<file path="config.mk">
export PLATFORM = sky130hd
export DESIGN_NAME = iop_pin_ctrl
export DESIGN_NICKNAME = d
export VERILOG_FILES = /design/src/include/iop_pkg.sv /design/src/core/iop_pwm_gen.sv /design/src/core/iop_bus_slave.sv /design/src/core/iop_pin_ctrl.sv
export SDC_FILE = /design/constraint.sdc
export NUM_CORES = 1
export LEC_CHECK = 0
export BUFFER_PORTS_ARGS = -buffer_cell sky130_fd_sc_hd__buf_2
export CORE_ASPECT_RATIO = 0.8
export CORE_MARGIN = 2
export CORE_UTILIZATION = 40
export DETAILED_ROUTE_END_ITERATION = 16
export GPL_TIMING_DRIVEN = 0
export PLACE_DENSITY_LB_ADDON = 0.3
export SYNTH_ARGS = -nofsm -noshare
export SYNTH_HDL_FRONTEND = slang
export SYNTH_HIERARCHICAL = 1
export SYNTH_SLANG_ARGS = --single-unit
</file>
<file path="constraint.sdc">
create_clock -name core_clk -period 2.9 [get_ports core_clk]
set_input_delay 0.145 -clock core_clk [delete_from_list [all_inputs] [get_ports core_clk]]
set_output_delay 0.145 -clock core_clk [all_outputs]
set_load 0.02 [all_outputs]
</file>
<file path="src/include/iop_pkg.sv">
// Constants, register map and carrier types for the pin and PWM control block
`default_nettype none
package iop_pkg;
  // Setup map byte addresses
  localparam logic [7:0] ADDR_DRIVE_SHARED = 8'h46;
  localparam logic [7:0] ADDR_DRIVE_DED = 8'h47;
  localparam logic [7:0] ADDR_PIN_DIRECTION = 8'h49;
  localparam logic [7:0] ADDR_SHARED_PWM_EN = 8'h4a;
  localparam logic [7:0] ADDR_DED_PWM_EN = 8'h4b;
  localparam logic [7:0] ADDR_PWM_DUTY = 8'h4c;
  localparam logic [7:0] ADDR_WAKE_EN = 8'h4d;
  // Values after reset
  localparam logic [7:0] RST_DRIVE = 8'h00;
  localparam logic [7:0] RST_PIN_DIRECTION = 8'h00;
  localparam logic [7:0] RST_PWM_EN = 8'h00;
  localparam logic [7:0] RST_PWM_DUTY = 8'h00;
  localparam logic [7:0] RST_WAKE_EN = 8'h00;
  // Dedicated pins occupy bits 4 down to 2
  localparam int DED_LSB = 2;
  localparam int DED_MSB = 4;
  localparam int DED_PINS = 3;
  localparam int SHARED_LINES = 8;
  localparam logic [7:0] DED_MASK = 8'h1c;
  // Duty bands that give a constant level
  localparam logic [7:0] DUTY_LOW_MAX = 8'h0a;
  localparam logic [7:0] DUTY_HIGH_MIN = 8'hfa;
  // Timing
  localparam longint CLK_HZ = 50000000;
  localparam longint SAMPLE_MS = 16;
  localparam int SAMPLE_CYCLES = int'(SAMPLE_MS * CLK_HZ / 1000);
  localparam int PWM_TICK_CYCLES = 16;
  // Bus address of this slave, arbitrary value
  localparam logic [6:0] SLAVE_ADDR = 7'h2a;
  typedef struct packed {
    logic valid;
    logic [7:0] addr;
    logic [7:0] data;
  } iop_wr_t;
endpackage
`default_nettype wire

</file>
<file path="src/core/iop_pwm_gen.sv">
// Shared duty-level PWM waveform generator
`default_nettype none
module iop_pwm_gen (
  input wire logic core_clk,
  input wire logic reset_n,
  input wire logic measActive,
  input wire logic [7:0] dutyLevel,
  output logic pwmLevel
);
  import iop_pkg::*;

  logic [7:0] tickCnt_ff;
  logic [7:0] phase_ff;
  logic pwmLevel_ff;
  wire logic tick = (tickCnt_ff == 8'(PWM_TICK_CYCLES - 1));
  wire logic forceLow = (dutyLevel <= DUTY_LOW_MAX);
  wire logic forceHigh = (dutyLevel >= DUTY_HIGH_MIN);
  wire logic nxt_level = forceHigh | (~forceLow & (phase_ff < dutyLevel));

  // Counter and output both freeze during measurements, so duty accuracy drops with long bursts
  always_ff @(posedge core_clk or negedge reset_n) begin
    if (!reset_n) begin
      tickCnt_ff <= 8'h00;
      phase_ff <= 8'h00;
      pwmLevel_ff <= 1'b0;
    end else if (!measActive) begin
      tickCnt_ff <= tick ? 8'h00 : tickCnt_ff + 8'h01;
      if (tick) begin
        phase_ff <= phase_ff + 8'h01;
      end
      pwmLevel_ff <= nxt_level;
    end
  end

  assign pwmLevel = pwmLevel_ff;
endmodule
`default_nettype wire

</file>
<file path="src/core/iop_bus_slave.sv">
// Two-wire byte-addressed slave port reaching the setup map
`default_nettype none
module iop_bus_slave (
  input wire logic core_clk,
  input wire logic reset_n,
  input wire logic sclIn,
  input wire logic sdaIn,
  output logic sdaOut,
  output logic sdaOe,
  output logic [7:0] rdAddr,
  input wire logic [7:0] rdData,
  output iop_pkg::iop_wr_t regWr
);
  import iop_pkg::*;

  typedef enum logic [2:0] {ST_IDLE, ST_ADDR, ST_ACK, ST_PTR, ST_WR, ST_RD, ST_RACK} iop_bus_st_t;
  typedef enum logic [1:0] {AK_READ, AK_WRITE, AK_PTR, AK_DATA} iop_ack_t;

  logic [1:0] sclSync_ff, sdaSync_ff;
  logic sclDly_ff, sdaDly_ff;
  iop_bus_st_t state_ff;
  iop_ack_t ackKind_ff;
  logic [7:0] shift_ff, ptr_ff;
  logic [2:0] bitCnt_ff;
  logic gotByte_ff, masterAck_ff, sdaOe_ff;
  iop_wr_t regWr_ff;

  // Bus pins are asynchronous to core_clk
  wire logic sclS = sclSync_ff[1];
  wire logic sdaS = sdaSync_ff[1];
  wire logic startCond = sclS & sclDly_ff & sdaDly_ff & ~sdaS;
  wire logic stopCond = sclS & sclDly_ff & ~sdaDly_ff & sdaS;
  wire logic sclRise = sclS & ~sclDly_ff;
  wire logic sclFall = ~sclS & sclDly_ff;
  wire logic [7:0] inByte = {shift_ff[6:0], sdaS};
  wire logic lastBit = (bitCnt_ff == 3'h7);
  wire logic takeIn = (state_ff == ST_ADDR) | (state_ff == ST_PTR) | (state_ff == ST_WR);

  always_ff @(posedge core_clk or negedge reset_n) begin
    if (!reset_n) begin
      sclSync_ff <= 2'h3;
      sdaSync_ff <= 2'h3;
      sclDly_ff <= 1'b1;
      sdaDly_ff <= 1'b1;
    end else begin
      sclSync_ff <= {sclSync_ff[0], sclIn};
      sdaSync_ff <= {sdaSync_ff[0], sdaIn};
      sclDly_ff <= sclS;
      sdaDly_ff <= sdaS;
    end
  end

  // Single and block accesses: the pointer advances after every data byte
  always_ff @(posedge core_clk or negedge reset_n) begin
    if (!reset_n) begin
      state_ff <= ST_IDLE;
      ackKind_ff <= AK_WRITE;
      shift_ff <= 8'h00;
      ptr_ff <= 8'h00;
      bitCnt_ff <= 3'h0;
      gotByte_ff <= 1'b0;
      masterAck_ff <= 1'b0;
      sdaOe_ff <= 1'b0;
      regWr_ff <= '0;
    end else begin
      regWr_ff.valid <= 1'b0;
      if (startCond) begin
        state_ff <= ST_ADDR;
        bitCnt_ff <= 3'h0;
        gotByte_ff <= 1'b0;
        sdaOe_ff <= 1'b0;
      end else if (stopCond) begin
        state_ff <= ST_IDLE;
        sdaOe_ff <= 1'b0;
      end else if (sclRise && takeIn && !gotByte_ff) begin
        shift_ff <= inByte;
        bitCnt_ff <= bitCnt_ff + 3'h1;
        if (lastBit) begin
          gotByte_ff <= 1'b1;
          if (state_ff == ST_PTR) begin
            ptr_ff <= inByte;
          end else if (state_ff == ST_WR) begin
            regWr_ff <= '{valid: 1'b1, addr: ptr_ff, data: inByte};
            ptr_ff <= ptr_ff + 8'h01;
          end
        end
      end else if (sclRise && state_ff == ST_RACK) begin
        masterAck_ff <= ~sdaS;
      end else if (sclFall) begin
        unique case (state_ff)
          ST_ADDR, ST_PTR, ST_WR: begin
            if (gotByte_ff) begin
              gotByte_ff <= 1'b0;
              if (state_ff == ST_ADDR && shift_ff[7:1] != SLAVE_ADDR) begin
                state_ff <= ST_IDLE;
              end else begin
                state_ff <= ST_ACK;
                sdaOe_ff <= 1'b1;
                if (state_ff == ST_ADDR) begin
                  ackKind_ff <= shift_ff[0] ? AK_READ : AK_WRITE;
                end else begin
                  ackKind_ff <= (state_ff == ST_PTR) ? AK_PTR : AK_DATA;
                end
              end
            end
          end
          ST_ACK: begin
            bitCnt_ff <= 3'h0;
            if (ackKind_ff == AK_READ) begin
              state_ff <= ST_RD;
              shift_ff <= rdData;
              sdaOe_ff <= ~rdData[7];
              ptr_ff <= ptr_ff + 8'h01;
            end else begin
              state_ff <= (ackKind_ff == AK_WRITE) ? ST_PTR : ST_WR;
              sdaOe_ff <= 1'b0;
            end
          end
          ST_RD: begin
            bitCnt_ff <= bitCnt_ff + 3'h1;
            if (lastBit) begin
              state_ff <= ST_RACK;
              sdaOe_ff <= 1'b0;
            end else begin
              shift_ff <= {shift_ff[6:0], 1'b0};
              sdaOe_ff <= ~shift_ff[6];
            end
          end
          ST_RACK: begin
            // A missing acknowledge ends the read; the slave returns to ST_IDLE and waits for the next start
            if (masterAck_ff) begin
              state_ff <= ST_RD;
              bitCnt_ff <= 3'h0;
              shift_ff <= rdData;
              sdaOe_ff <= ~rdData[7];
              ptr_ff <= ptr_ff + 8'h01;
            end else begin
              state_ff <= ST_IDLE;
            end
          end
          ST_IDLE: begin
            sdaOe_ff <= 1'b0;
          end
        endcase
      end
    end
  end

  assign sdaOut = 1'b0;
  assign sdaOe = sdaOe_ff;
  assign rdAddr = ptr_ff;
  assign regWr = regWr_ff;
endmodule
`default_nettype wire

</file>
<file path="src/core/iop_pin_ctrl.sv">
// General-purpose pin control: setup bytes, input sampling, sleep wake and output drive
`default_nettype none
module iop_pin_ctrl #(
  parameter int SAMPLE_CYCLES = iop_pkg::SAMPLE_CYCLES
) (
  input wire logic core_clk,
  input wire logic reset_n,
  input wire logic sclIn,
  input wire logic sdaIn,
  output logic sdaOut,
  output logic sdaOe,
  input wire logic measActive,
  input wire logic sleepMode,
  input wire logic [7:0] scanBurst,
  output logic [7:0] scanLineOut,
  input wire logic [2:0] dedPinIn,
  output logic [2:0] dedPinOut,
  output logic [2:0] dedPinOe,
  output logic [2:0] dedPinState,
  output logic wakeChange
);
  import iop_pkg::*;

  logic [7:0] driveShared_ff, driveDed_ff, pinDir_ff, sharedPwmEn_ff;
  logic [7:0] dedPwmEn_ff, pwmDuty_ff, wakeEn_ff;
  logic [2:0] pinSync1_ff, pinSync2_ff, pinSample_ff;
  logic [31:0] sampleCnt_ff;
  logic [7:0] scanLine_ff;
  logic [2:0] dedOut_ff, dedOe_ff;
  logic wakeChange_ff;
  logic pwmLevel;
  logic [7:0] rdAddr;
  logic [7:0] rdData;
  iop_wr_t regWr;

  iop_bus_slave u_bus (
    .core_clk(core_clk),
    .reset_n(reset_n),
    .sclIn(sclIn),
    .sdaIn(sdaIn),
    .sdaOut(sdaOut),
    .sdaOe(sdaOe),
    .rdAddr(rdAddr),
    .rdData(rdData),
    .regWr(regWr)
  );

  iop_pwm_gen u_pwm (
    .core_clk(core_clk),
    .reset_n(reset_n),
    .measActive(measActive),
    .dutyLevel(pwmDuty_ff),
    .pwmLevel(pwmLevel)
  );

  // Write strobes
  wire logic wrDriveShared = regWr.valid & (regWr.addr == ADDR_DRIVE_SHARED);
  wire logic wrDriveDed = regWr.valid & (regWr.addr == ADDR_DRIVE_DED);
  wire logic wrPinDir = regWr.valid & (regWr.addr == ADDR_PIN_DIRECTION);
  wire logic wrSharedPwm = regWr.valid & (regWr.addr == ADDR_SHARED_PWM_EN);
  wire logic wrDedPwm = regWr.valid & (regWr.addr == ADDR_DED_PWM_EN);
  wire logic wrDuty = regWr.valid & (regWr.addr == ADDR_PWM_DUTY);
  wire logic wrWake = regWr.valid & (regWr.addr == ADDR_WAKE_EN);

  // Read mux; addresses outside this block read zero
  assign rdData = (rdAddr == ADDR_DRIVE_SHARED) ? driveShared_ff :
                  (rdAddr == ADDR_DRIVE_DED) ? driveDed_ff :
                  (rdAddr == ADDR_PIN_DIRECTION) ? pinDir_ff :
                  (rdAddr == ADDR_SHARED_PWM_EN) ? sharedPwmEn_ff :
                  (rdAddr == ADDR_DED_PWM_EN) ? dedPwmEn_ff :
                  (rdAddr == ADDR_PWM_DUTY) ? pwmDuty_ff :
                  (rdAddr == ADDR_WAKE_EN) ? wakeEn_ff : 8'h00;

  always_ff @(posedge core_clk or negedge reset_n) begin
    if (!reset_n) begin
      driveShared_ff <= RST_DRIVE;
      driveDed_ff <= RST_DRIVE;
      pinDir_ff <= RST_PIN_DIRECTION;
      sharedPwmEn_ff <= RST_PWM_EN;
      dedPwmEn_ff <= RST_PWM_EN;
      pwmDuty_ff <= RST_PWM_DUTY;
      wakeEn_ff <= RST_WAKE_EN;
    end else begin
      if (wrDriveShared) begin
        driveShared_ff <= regWr.data;
      end
      if (wrDriveDed) begin
        driveDed_ff <= regWr.data & DED_MASK;
      end
      if (wrPinDir) begin
        pinDir_ff <= regWr.data & DED_MASK;
      end
      if (wrSharedPwm) begin
        sharedPwmEn_ff <= regWr.data;
      end
      if (wrDedPwm) begin
        dedPwmEn_ff <= regWr.data & DED_MASK;
      end
      if (wrDuty) begin
        pwmDuty_ff <= regWr.data;
      end
      if (wrWake) begin
        wakeEn_ff <= regWr.data & DED_MASK;
      end
    end
  end

  // Pin inputs pass two flip-flops before use
  always_ff @(posedge core_clk or negedge reset_n) begin
    if (!reset_n) begin
      pinSync1_ff <= 3'h0;
      pinSync2_ff <= 3'h0;
    end else begin
      pinSync1_ff <= dedPinIn;
      pinSync2_ff <= pinSync1_ff;
    end
  end

  // Fixed sampling period keeps input reads cheap; faster edges are not seen
  wire logic sampleTick = (sampleCnt_ff == 32'(SAMPLE_CYCLES - 1));
  wire logic [2:0] dirDed = pinDir_ff[DED_MSB:DED_LSB];
  wire logic [2:0] wakeDed = wakeEn_ff[DED_MSB:DED_LSB];
  // In sleep only wake-enabled inputs are read; awake, every input pin
  wire logic [2:0] sampleSel = ~dirDed & (sleepMode ? wakeDed : 3'h7);
  wire logic [2:0] nxt_sample = (pinSync2_ff & sampleSel) | (pinSample_ff & ~sampleSel);
  wire logic sleepDiff = sleepMode & (|((pinSync2_ff ^ pinSample_ff) & sampleSel));

  always_ff @(posedge core_clk or negedge reset_n) begin
    if (!reset_n) begin
      sampleCnt_ff <= 32'h0;
      pinSample_ff <= 3'h0;
      wakeChange_ff <= 1'b0;
    end else begin
      sampleCnt_ff <= sampleTick ? 32'h0 : sampleCnt_ff + 32'h1;
      wakeChange_ff <= sampleTick & sleepDiff;
      if (sampleTick) begin
        pinSample_ff <= nxt_sample;
      end
    end
  end

  // Output drive per pin
  logic [7:0] nxt_scanLine;
  logic [2:0] nxt_dedOut;
  genvar gi;
  generate
    for (gi = 0; gi < SHARED_LINES; gi++) begin : g_line
      wire logic staticLvl = sharedPwmEn_ff[gi] ? pwmLevel : driveShared_ff[gi];
      assign nxt_scanLine[gi] = measActive ? scanBurst[gi] : staticLvl;
      if (gi < DED_PINS) begin : g_ded
        wire logic pwmOn = dedPwmEn_ff[gi + DED_LSB] & dirDed[gi];
        assign nxt_dedOut[gi] = dirDed[gi] & (pwmOn ? pwmLevel : driveDed_ff[gi + DED_LSB]);
      end
    end
  endgenerate

  always_ff @(posedge core_clk or negedge reset_n) begin
    if (!reset_n) begin
      scanLine_ff <= 8'h00;
      dedOut_ff <= 3'h0;
      dedOe_ff <= 3'h0;
    end else begin
      scanLine_ff <= nxt_scanLine;
      dedOut_ff <= nxt_dedOut;
      dedOe_ff <= dirDed;
    end
  end

  // Shared lines have no enable: always driven
  assign scanLineOut = scanLine_ff;
  assign dedPinOut = dedOut_ff;
  assign dedPinOe = dedOe_ff;
  assign dedPinState = pinSample_ff;
  assign wakeChange = wakeChange_ff;
endmodule
`default_nettype wire

</file>
Word-level counts from Yosys, hierarchy flattened
Index checks and enable logic that the tools add are counted.
- muxes and demuxes: 91
- eq/ne operators: 41
- bitwise operators: 48
- reduce and logical (&&, ||, !) cells: 27
- magnitude comparators: 3
- $add $sub $neg: 5
- operators by type and width (cell ; count):
    8-bit two-way mux ; 21
    8-bit by 7-bit == test with 1-bit output, second input constant ; 14
    17-bit two-way mux ; 6
    3-bit two-way mux ; 17
    1-bit two-way mux ; 38
    32-bit by 1-bit adder with 32-bit output, second input constant ; 1
    32-bit by 20-bit == test with 1-bit output, second input constant ; 1
    32-bit two-way mux ; 1
    8-bit by 1-bit adder with 8-bit output, second input constant ; 3
    8-bit one-hot mux with 3 select lines ; 1
    1-bit bitwise AND ; 23
    3-bit by 1-bit inequality test with 1-bit output, second input constant ; 7
    6-bit AND reduction ; 3
    4-bit by 1-bit inequality test with 1-bit output, second input constant ; 4
    8-bit one-hot mux with 2 select lines ; 1
    8-bit AND reduction ; 2
    1-bit NOT ; 14
    3-bit bitwise AND ; 4
    3-bit == test, second input constant ; 4
    3-bit one-hot mux with 4 select lines ; 1
    3-bit nonzero test ; 4
    5-bit AND reduction ; 2
    3-bit one-hot mux with 3 select lines ; 1
    9-bit AND reduction ; 1
    30 further kinds ; 41
- word-level logic and storage cells: 248
- bits of input ports: 17
- register bits: 159

Depth between registers and ports, before layout
Gate-level depths: netlist of run 1.
- word-level depth: 16
- gate-level depth with buffers: 10

Hierarchy
Netlist of run 1, hierarchy kept.
- by module, submodules not included (module ; area each (um2) ; instances ; cells each):
    iop_pin_ctrl ; 4290.4 ; 1 ; 357
    iop_bus_slave ; 2586.2 ; 1 ; 272
    iop_pwm_gen ; 1017.2 ; 1 ; 98

Least setup slack after synthesis of run 1
Ideal clock, no wire load.
- kind: register to register
- start: register u_bus.ptr_ff[5], in the netlist u_bus/rdAddr[5]
- end: register u_bus.sdaOe_ff, in the netlist u_bus/sdaOe
- clock period less this slack: 2.181 ns
- stages on the path, launching flop included: 11
- setup slack: 0.719 ns
- data arrival time: 2.057 ns
- path buffers: 1
- path through: dfrtp_1 or4b_1 buf_2 nor4_2 a22o_1 a21o_1 nand2_1 o21ai_0 a21oi_1 mux2i_1 nor2_1
- word-level cells in the longest chain between the ends: 15
- elaborated cells on any way between the ends: 21
- ends and longest elaborated chain (what ; line ; RTL):
    from (decl) ; iop_bus_slave.sv:23 ; logic [7:0] shift_ff, ptr_ff;
    from (signal assigned) ; iop_bus_slave.sv:81 ; ptr_ff <= inByte;
    from (signal assigned) ; iop_bus_slave.sv:84 ; ptr_ff <= ptr_ff + 8'h01;
    from (signal assigned) ; iop_bus_slave.sv:113 ; ptr_ff <= ptr_ff + 8'h01;
    8-bit by 7-bit == test with 1-bit output ; iop_pin_ctrl.sv:71 ; (rdAddr == ADDR_PWM_DUTY) ? pwmDuty_ff :
    8-bit two-way mux ; iop_pin_ctrl.sv:71 ;
    8-bit two-way mux ; iop_pin_ctrl.sv:70 ; (rdAddr == ADDR_DED_PWM_EN) ? dedPwmEn_ff :
    8-bit two-way mux ; iop_pin_ctrl.sv:69 ; (rdAddr == ADDR_SHARED_PWM_EN) ? sharedPwmEn_ff :
    8-bit two-way mux ; iop_pin_ctrl.sv:68 ; (rdAddr == ADDR_PIN_DIRECTION) ? pinDir_ff :
    8-bit two-way mux ; iop_pin_ctrl.sv:67 ; (rdAddr == ADDR_DRIVE_DED) ? driveDed_ff :
    8-bit two-way mux (*) ; iop_pin_ctrl.sv:66 ; assign rdData = (rdAddr == ADDR_DRIVE_SHARED) ? driveShared_ff :
    via rdData[7] ; iop_pin_ctrl.sv:33 ; logic [7:0] rdData;
    1-bit NOT (*) ; iop_bus_slave.sv:112, iop_bus_slave.sv:135 ;
    1-bit two-way mux, on equally long branches ; iop_bus_slave.sv:131, iop_bus_slave.sv:109 ;
    1-bit one-hot mux with 5 select lines (*) ; iop_bus_slave.sv:90 ; unique case (state_ff)
    1-bit two-way mux (*) ; iop_bus_slave.sv:89 ; end else if (sclFall) begin
    1-bit two-way mux (*) ; iop_bus_slave.sv:87 ; end else if (sclRise && state_ff == ST_RACK) begin
    1-bit two-way mux (*) ; iop_bus_slave.sv:75 ; end else if (sclRise && takeIn && !gotByte_ff) begin
    1-bit two-way mux (*) ; iop_bus_slave.sv:72 ; end else if (stopCond) begin
    1-bit two-way mux (*) ; iop_bus_slave.sv:67 ; if (startCond) begin
    to (signal assigned) ; iop_bus_slave.sv:112 ; sdaOe_ff <= ~rdData[7];
    to (signal assigned) ; iop_bus_slave.sv:126 ; sdaOe_ff <= ~shift_ff[6];
    to (signal assigned) ; iop_bus_slave.sv:135 ; sdaOe_ff <= ~rdData[7];
    to (decl) ; iop_bus_slave.sv:25 ; logic gotByte_ff, masterAck_ff, sdaOe_ff;
Mark *: on every way through the listed nets, which the timed path passes. The rest lies on a longest branch. The select of a mux whose other input is x is not followed.
A chain may end at the register's enable or synchronous reset.

Worst setup path in the final report of run 1
Ends and elaborated chain as after synthesis.

==> results of run 1 <==
per-layer routing:
layer | up-vias | share of wire, % | track usage [%]
met4 | 0 | 0.97 | 5.09
met2 | 85 | 43 | 24.7
met5 | - | 0 | 0
li1 | 2772 | - | -
met1 | 2828 | 54 | 26.7
met3 | 15 | 2.9 | 3.46
Yosys cell counts (12+ instances only):
library cell | n | area share (%)
dfrtp_1 | 152 | 48
nand2_1 | 92 | 4.4
mux2_2 | 57 | 8.1
o21ai_0 | 32 | 2.0
nor2_1 | 31 | 1.5
xnor2_1 | 28 | 3.1
a21oi_1 | 23 | 1.5
inv_1 | 23 | 1.1
mux2i_1 | 23 | 2.9
nand3_1 | 23 | 1.5
nand4_1 | 20 | 1.6
clkbuf_1 | 13 | 0.62
ha_1 | 13 | 2.1
nand2b_1 | 12 | 0.95
worst min-delay path by stage:
| stage | to | cells after the start | slack [ps] | from |
|---|---|---|---|---|
| after floorplan | async pin | 0 | -150 | reset_n |
| after global routing | wakeChange | 2 | 9 | sleepMode |
| after global placement | u_bus/sdaSync_ff[0] | 1 | 250 | sdaIn |
| final | wakeChange | 2 | 20 | sleepMode |
| after detailed placement | u_pwm/tickCnt_ff[5] | 1 | 220 | reset_n |
| after CTS | wakeChange | 2 | 7 | sleepMode |
sequential cells by signal, summed over array words and instances, names as in the netlist, 3 cells and up, named ones only:
register / flops
sampleCnt_ff: 32
dedPinOut: 3
pinSync2_ff: 3
scanLineOut: 8
driveShared_ff: 8
pinSync1_ff: 3
u_bus/bitCnt_ff: 3
driveDed_ff: 3
dedPinOe: 3
u_bus/state_ff: 3
pwmDuty_ff: 8
u_bus/rdAddr: 8
wakeEn_ff: 3
sharedPwmEn_ff: 8
u_bus/regWr: 17
dedPwmEn_ff: 3
u_bus/shift_ff: 8
u_pwm/phase_ff: 8
u_pwm/tickCnt_ff: 8
pinDir_ff: 3
stage by stage:
| stage | util, % | total power, mW | hold WS [ps] | instances | worst slack (ps) |
|---|---|---|---|---|---|
| after floorplan | - | 2.60 | -151 | 727 | 719 |
| after global placement | 43.8 | 2.72 | 252 | 1020 | -758 |
| after detailed placement | 44.0 | 2.73 | 220 | 1021 | 141 |
| after CTS | 48.0 | 5.08 | 7.09 | 1067 | 135 |
| after global routing | 48.0 | 5.24 | 8.70 | 1067 | 45.0 |
| final | 48.0 | 5.03 | 19.8 | 1067 | 113 |
power groups by stage:
stage / sequential [mW] / combinational, mW / clock, mW
6_report: 2.37 / 0.330 / 2.33
5_1_grt: 2.38 / 0.375 / 2.48
4_1_cts: 2.37 / 0.332 / 2.38
3_5_place_dp: 2.41 / 0.317 / 0
3_3_place_gp: 2.41 / 0.306 / 0
2_1_floorplan: 2.41 / 0.194 / 0
critical path, cell delays in order, from the launching register on:
cell and delay, ps:
dfrtp_1 440, or4b_1 550, buf_2 170, nor3_1 710, a22o_1 230, a21o_1 130
nand2_1 60, o21ai_0 90, a21oi_1 90, mux2i_1 140, nor2_1 60
what timing repair did:
item                                   in CTS  in global routing
gates resized for setup                     0                  0
hold buffers                               14                  0
endpoints found under the hold margin     101                  0
setup buffers                               0                  0
final cells by class:
cell class	instances	share of cell area, %
Buffer	24	1.21
Clock buffer	21	5.12
Clock inverter	11	1.67
Inverter	23	0.939
Multi-Input combinational cell	521	40.3
Sequential cell	159	43.4
Tap cell	258	3.51
Timing Repair Buffer	50	3.84
cells by family (layout without fill, tap and decap cells):
| kind of cell | after synthesis | in the layout | synth area share, % |
|---|---|---|---|
| AO/OA/AOI/OAI | 115 | 115 | 9.68 |
| XOR/XNOR | 39 | 39 | 4.33 |
| adder cells (fa/ha/maj) | 13 | 13 | 2.06 |
| buffers and inverters | 47 | 129 | 2.50 |
| flip-flops | 159 | 159 | 50.5 |
| multiplexers | 80 | 80 | 11.0 |
| other | 1 | 1 | 0.0475 |
| AND/OR/NAND/NOR | 273 | 273 | 19.8 |
==> reports/summary.md, run 1 <==
Worst setup path
* 110 ps — r2r setup slk
* u_bus/sdaOe — r2r endpoint
* u_bus/rdAddr[5] — Crit. Startpoint
* 10 — depth of the worst register-to-register path
* u_bus/rdAddr[5] — origin of the critical flop-to-flop path
* register — endpoint class of the critical path
* u_bus/sdaOe — worst setup path endpoint
* register to register — startpoint-to-endpoint class of the critical path
* register — Setup crit start kind
* 7 — Max Fanout on Critical Path
* 3210 ps — Required @ worst endpoint
* 3090 ps — Worst Path Arrival

Clock network
* 159 — TritonCTS sink count
* 70 ps — clock slew seen by the registers of the worst setup and hold paths
* 4 — # H-tree levels
* 420 ps — clock insertion delay at the later pin of the skew report
* done — TritonCTS clock tree
* clkbuf_16 — clock root buffer
* 2 — buffer levels on the longest clock path
* 17 — number of buffers added by the clock tree synthesis step

Synth
* 757 — post-synth net total
* 0 — number of synthesized flops with an enable pin
* 0.00789 mm2 — synthesized area
* 79 — number of different library cells in the post-synthesis netlist
* 727 — post-synthesis instance total
* 10.9 um2 — Synth Area per Inst
* 6 — Ys Warns
* 50.5% — fraction of the yosys area taken by sequential cells
* 159 — Yosys reg bits
* 100% — FFs w/ async S/R, synth
* dfrtp_1 — Top FF cell, synth

Place
* 35 — number of input and output port buffers inserted
* 0.00843 mm2 — placed standard-cell area
* 11.7 mm — HPWL after detailed placement
* 0.831 — routability-driven placement congestion ratio

Final layout
* 826 — net count of the finished layout
* 21.0% — layout cell share with drive strength beyond 1
* 0.00919 mm2 — Finished Cell Area
* 0.00399 mm2 — area used by sequential logic in the layout
* 16.5% — area delta synth->final
* 1787 — filler cell count
* 0 — Antenna Diode Count
* 0.00371 mm2 — combined area of the multi-input logic cells
* dfrtp_1 (152), nand2_1 (92), mux2_2 (57) — leading cell types in the layout, fill and taps excluded
* dfrtp_1 — most common library cell in the layout ignoring fill and taps

Pwr
* 46.4% — Clock power frac
* 3.86 mW — internal portion of total power
* 23.3% — fraction of power spent switching nets
* 1.18 mW — net switching component of the power
* 284 uV — worst supply voltage drop on vdd
* 6.6% — relative contribution of combinational cells to total power
* 4.15 nW — leak pwr
* 47.1% — share of total power in sequential cells
* 548 mW/mm2 — Power Dens Cells

Global routing
* 0 — number of antenna violations at the first check in global routing
* 5505 — number of global-route vias before repair
* 28.9 mm — global-route wire length before repair
* 94 — maximum number of pins on one net before global-route repair
* 17.4% — Overall Global Routing Usage
* 0 — Overflow after GRT

Drt
* 409 — DRC violation total after the first TritonRoute iteration
* 17.2 mm — wire length after detailed routing
* 5700 — via count
* 16.1 um — average wire per cell in the routed design
* 0 — post-detailed-route count of antenna-violating nets
* 0 — drt drc
* 5.34 — Via-to-Cell Ratio
* 5 — DRT Pass-1 Iters

Outcome
* complete, no violations — status

Timing
* 0 — hold violation total from the final report
* 0 — max-slew violations
* 0 — Final setup viols
* false — RSZ-0062 raised after global routing
* 2790 ps — Final min period
* 14.5 ps — Final Skew
* 41.4% — worst slew slack as a fraction of its limit
* 96.1% — final cycle utilization of the critical path
* 872 ps — worst-margin pin slew
* 0 ps — Total Negative Setup Slacks
* 359 MHz — upper clock frequency limit

Floorplanning
* 41.2% — Initial Utilization
* 0.0209 mm2 — full die area
* 130 um — die height
* 45 — Site Rows
* 0.0191 mm2 — standard cell core area
* 161 um — Horiz. Die Dim
* 37 — number of primary I/O pins

Job
* 0 — max-cap violations

Min path
* input pin to register — worst min-delay path category

(Power assumes the default switching activity.)
==> run 2, diff against run 1 <==
Settings changed: HOLD_SLACK_MARGIN set to 0.1.
==> run 2 against run 1 <==
Compared with the run above:
- core utilization grew 0.37 points
- clock-buffer cell count stayed put
- largest cell class unchanged
- power is 0.15% higher
- combinational power grew 2%
==> reports/summary.md, run 2 (synthesized netlist as in run 1, its figures left out) <==
Place
* 1021 — number of placed instances with taps included, unchanged
* 0.00843 mm2 — placed standard-cell area, unchanged
* 0.831 — routability-driven placement congestion ratio, unchanged
* 11.7 mm — HPWL after detailed placement, unchanged
* 35 — number of input and output port buffers inserted, unchanged

Timing
* 14.2 ps — Final Skew, was 14.5 ps
* 0 — hold violation total from the final report, unchanged
* 2750 ps — Final min period, was 2790 ps
* 94.7% — final cycle utilization of the critical path, was 96.1%
* 364 MHz — upper clock frequency limit, was 359 MHz
* 840 ps — worst-margin pin slew, was 872 ps
* 0 — max-slew violations, unchanged
* false — RSZ-0062 raised after global routing, unchanged
* 43.2% — worst slew slack as a fraction of its limit, was 41.4%
* 0 — Final setup viols, unchanged

Worst setup path
* 3050 ps — Worst Path Arrival, was 3090 ps
* 3210 ps — Required @ worst endpoint, about the same
* register — Setup crit start kind, unchanged
* u_bus/rdAddr[5] — Crit. Startpoint, unchanged
* register to register — startpoint-to-endpoint class of the critical path, unchanged
* register — endpoint class of the critical path, unchanged
* u_bus/rdAddr[5] — origin of the critical flop-to-flop path, unchanged
* 7 — Max Fanout on Critical Path, unchanged

Drt
* 7.30 mm — metal2 WL, about the same
* 5 — DRT Pass-1 Iters, unchanged
* 415 — DRC violation total after the first TritonRoute iteration, was 409
* 0 — drt drc, unchanged
* 5.32 — Via-to-Cell Ratio, was 5.34
* met4 — Top Layer Used, unchanged
* 554 um — routed length on met3, was 490 um
* 9.18 mm — met1 wire length, was 9.21 mm
* 5712 — via count, was 5700
* 16.0 um — average wire per cell in the routed design, was 16.1 um
* 17.2 mm — wire length after detailed routing, about the same
* 0 — post-detailed-route count of antenna-violating nets, unchanged

Final layout
* 833 — net count of the finished layout, was 826
* 32 — number of flip-flops under the largest register name, unchanged
* 0.00926 mm2 — Finished Cell Area, was 0.00919 mm2
* 48.4% — core utilization of the finished layout, was 48.0%
* dfrtp_1 — most common library cell in the layout ignoring fill and taps, unchanged
* 0 — Antenna Diode Count, unchanged
* 20.8% — layout cell share with drive strength beyond 1, was 21.0%
* 1074 — count of non-filler cells in the finished layout, was 1067
* sampleCnt_ff — top register by number of flip-flops, unchanged
* dfrtp_1 (152), nand2_1 (92), mux2_2 (57) — leading cell types in the layout, fill and taps excluded, unchanged
* 17.4% — area delta synth->final, was 16.5%

Min path
* input pin to register — worst min-delay path category, unchanged
* measActive — startpoint of the most critical hold path, was sleepMode

Pwr
* 4.19 nW — leak pwr, was 4.15 nW
* 6.7% — relative contribution of combinational cells to total power, was 6.6%
* 544 mW/mm2 — Power Dens Cells, was 548 mW/mm2
* 23.3% — fraction of power spent switching nets, about the same
* 283 uV — worst supply voltage drop on vdd, was 284 uV
* 46.3% — Clock power frac, was 46.4%
* 47.0% — share of total power in sequential cells, was 47.1%
* 3.86 mW — internal portion of total power, about the same
* 1.18 mW — net switching component of the power, about the same

Floorplanning
* 0.0191 mm2 — standard cell core area, unchanged
* 45 — Site Rows, unchanged
* 37 — number of primary I/O pins, unchanged
* 130 um — die height, unchanged
* 0.0209 mm2 — full die area, unchanged
* 41.2% — Initial Utilization, unchanged
* 161 um — Horiz. Die Dim, unchanged

Clock network
* 0 — quantity of gates resized following cts, unchanged
* 17 — number of buffers added by the clock tree synthesis step, unchanged
* 2 — buffer levels on the longest clock path, unchanged
* 70 ps — clock slew seen by the registers of the worst setup and hold paths, about the same
* done — TritonCTS clock tree, unchanged
* 159 — TritonCTS sink count, unchanged
* 420 ps — clock insertion delay at the later pin of the skew report, about the same
* clkbuf_16 — clock root buffer, unchanged
* 4 — # H-tree levels, unchanged

Global routing
* 0 — Overflow after GRT, unchanged
* 17.5% — Overall Global Routing Usage, was 17.4%
* 5551 — number of global-route vias before repair, was 5505
* 94 — maximum number of pins on one net before global-route repair, unchanged
* 29.1 mm — global-route wire length before repair, was 28.9 mm
* 0 — number of antenna violations at the first check in global routing, unchanged

Job
* 0 — max-cap violations, unchanged

Outcome
* complete, no violations — status, unchanged

## run 2: changes by cell type in the layout (fill, tap and decap cells not counted), sizes merged
cell | before | now
dlygate4sd3 | 14 | 21
## run 2: final timing paths
| check | cells after the start | end | slack (ps) |
|---|---|---|---|
| worst max-delay path | 10 | u_bus/sdaOe | 150 |
| worst min-delay path | 4 | u_pwm/tickCnt_ff[1] | 270 |
| worst max register to register | 10 | u_bus/sdaOe | 150 |
| worst min register to register | 0 | pinSync2_ff[2] | 350 |
| max in group asynchronous | 3 | u_bus/sclSync_ff[1] | 1760 |
| min in group asynchronous | 2 | u_pwm/phase_ff[6] | 330 |
## run 2: metrics by stage
stage	setup TNS, ps	power, mW	setup slack (ps)	hold WS [ps]
after floorplan	0	2.60	719	-151
after global routing	0	5.25	45.0	290
after global placement	-113450	2.72	-758	252
after detailed placement	0	2.73	141	220
after CTS	0	5.09	135	265
final	0	5.04	155	273
## run 2: power by group through the flow
stage          registers [mW]  logic, mW  clock network, mW
2_1_floorplan            2.41      0.194                  0
3_3_place_gp             2.41      0.306                  0
3_5_place_dp             2.41      0.317                  0
4_1_cts                  2.37      0.339               2.38
5_1_grt                  2.38      0.383               2.48
6_report                 2.37      0.337               2.33
## run 2: cell type report
type | count | area (um2)
repair buffers | 57 | 423
multi-input cells | 521 | 3710
inverters | 23 | 86.3
clock inverters | 11 | 154
clock buffers | 21 | 470
fillers | 1780 | 9880
well taps | 258 | 323
flip-flops and latches | 159 | 3990
plain buffers | 24 | 111
## run 2: critical path, cell delays in order (launching register included)
cell     delay [ps]
dfrtp_1         440
or4b_1          550
buf_2           170
nor3_1          670
a22o_1          230
a21o_1          130
nand2_1          60
o21ai_0          90
a21oi_1          90
mux2i_1         140
nor2_1           60
## run 2: repair_timing
item,in CTS,in global routing
buffers inserted,0,0
endpoints found under the setup margin,0,0
endpoints found under the hold margin,102,0
hold buffers,21,0
## run 2: routing by layer
metal  vias to the layer above  GRT usage, %
met5                         -             0
met1                      2819          26.7
met4                         0          5.30
li1                       2785             -
met3                        15          3.49
met2                        93          24.8
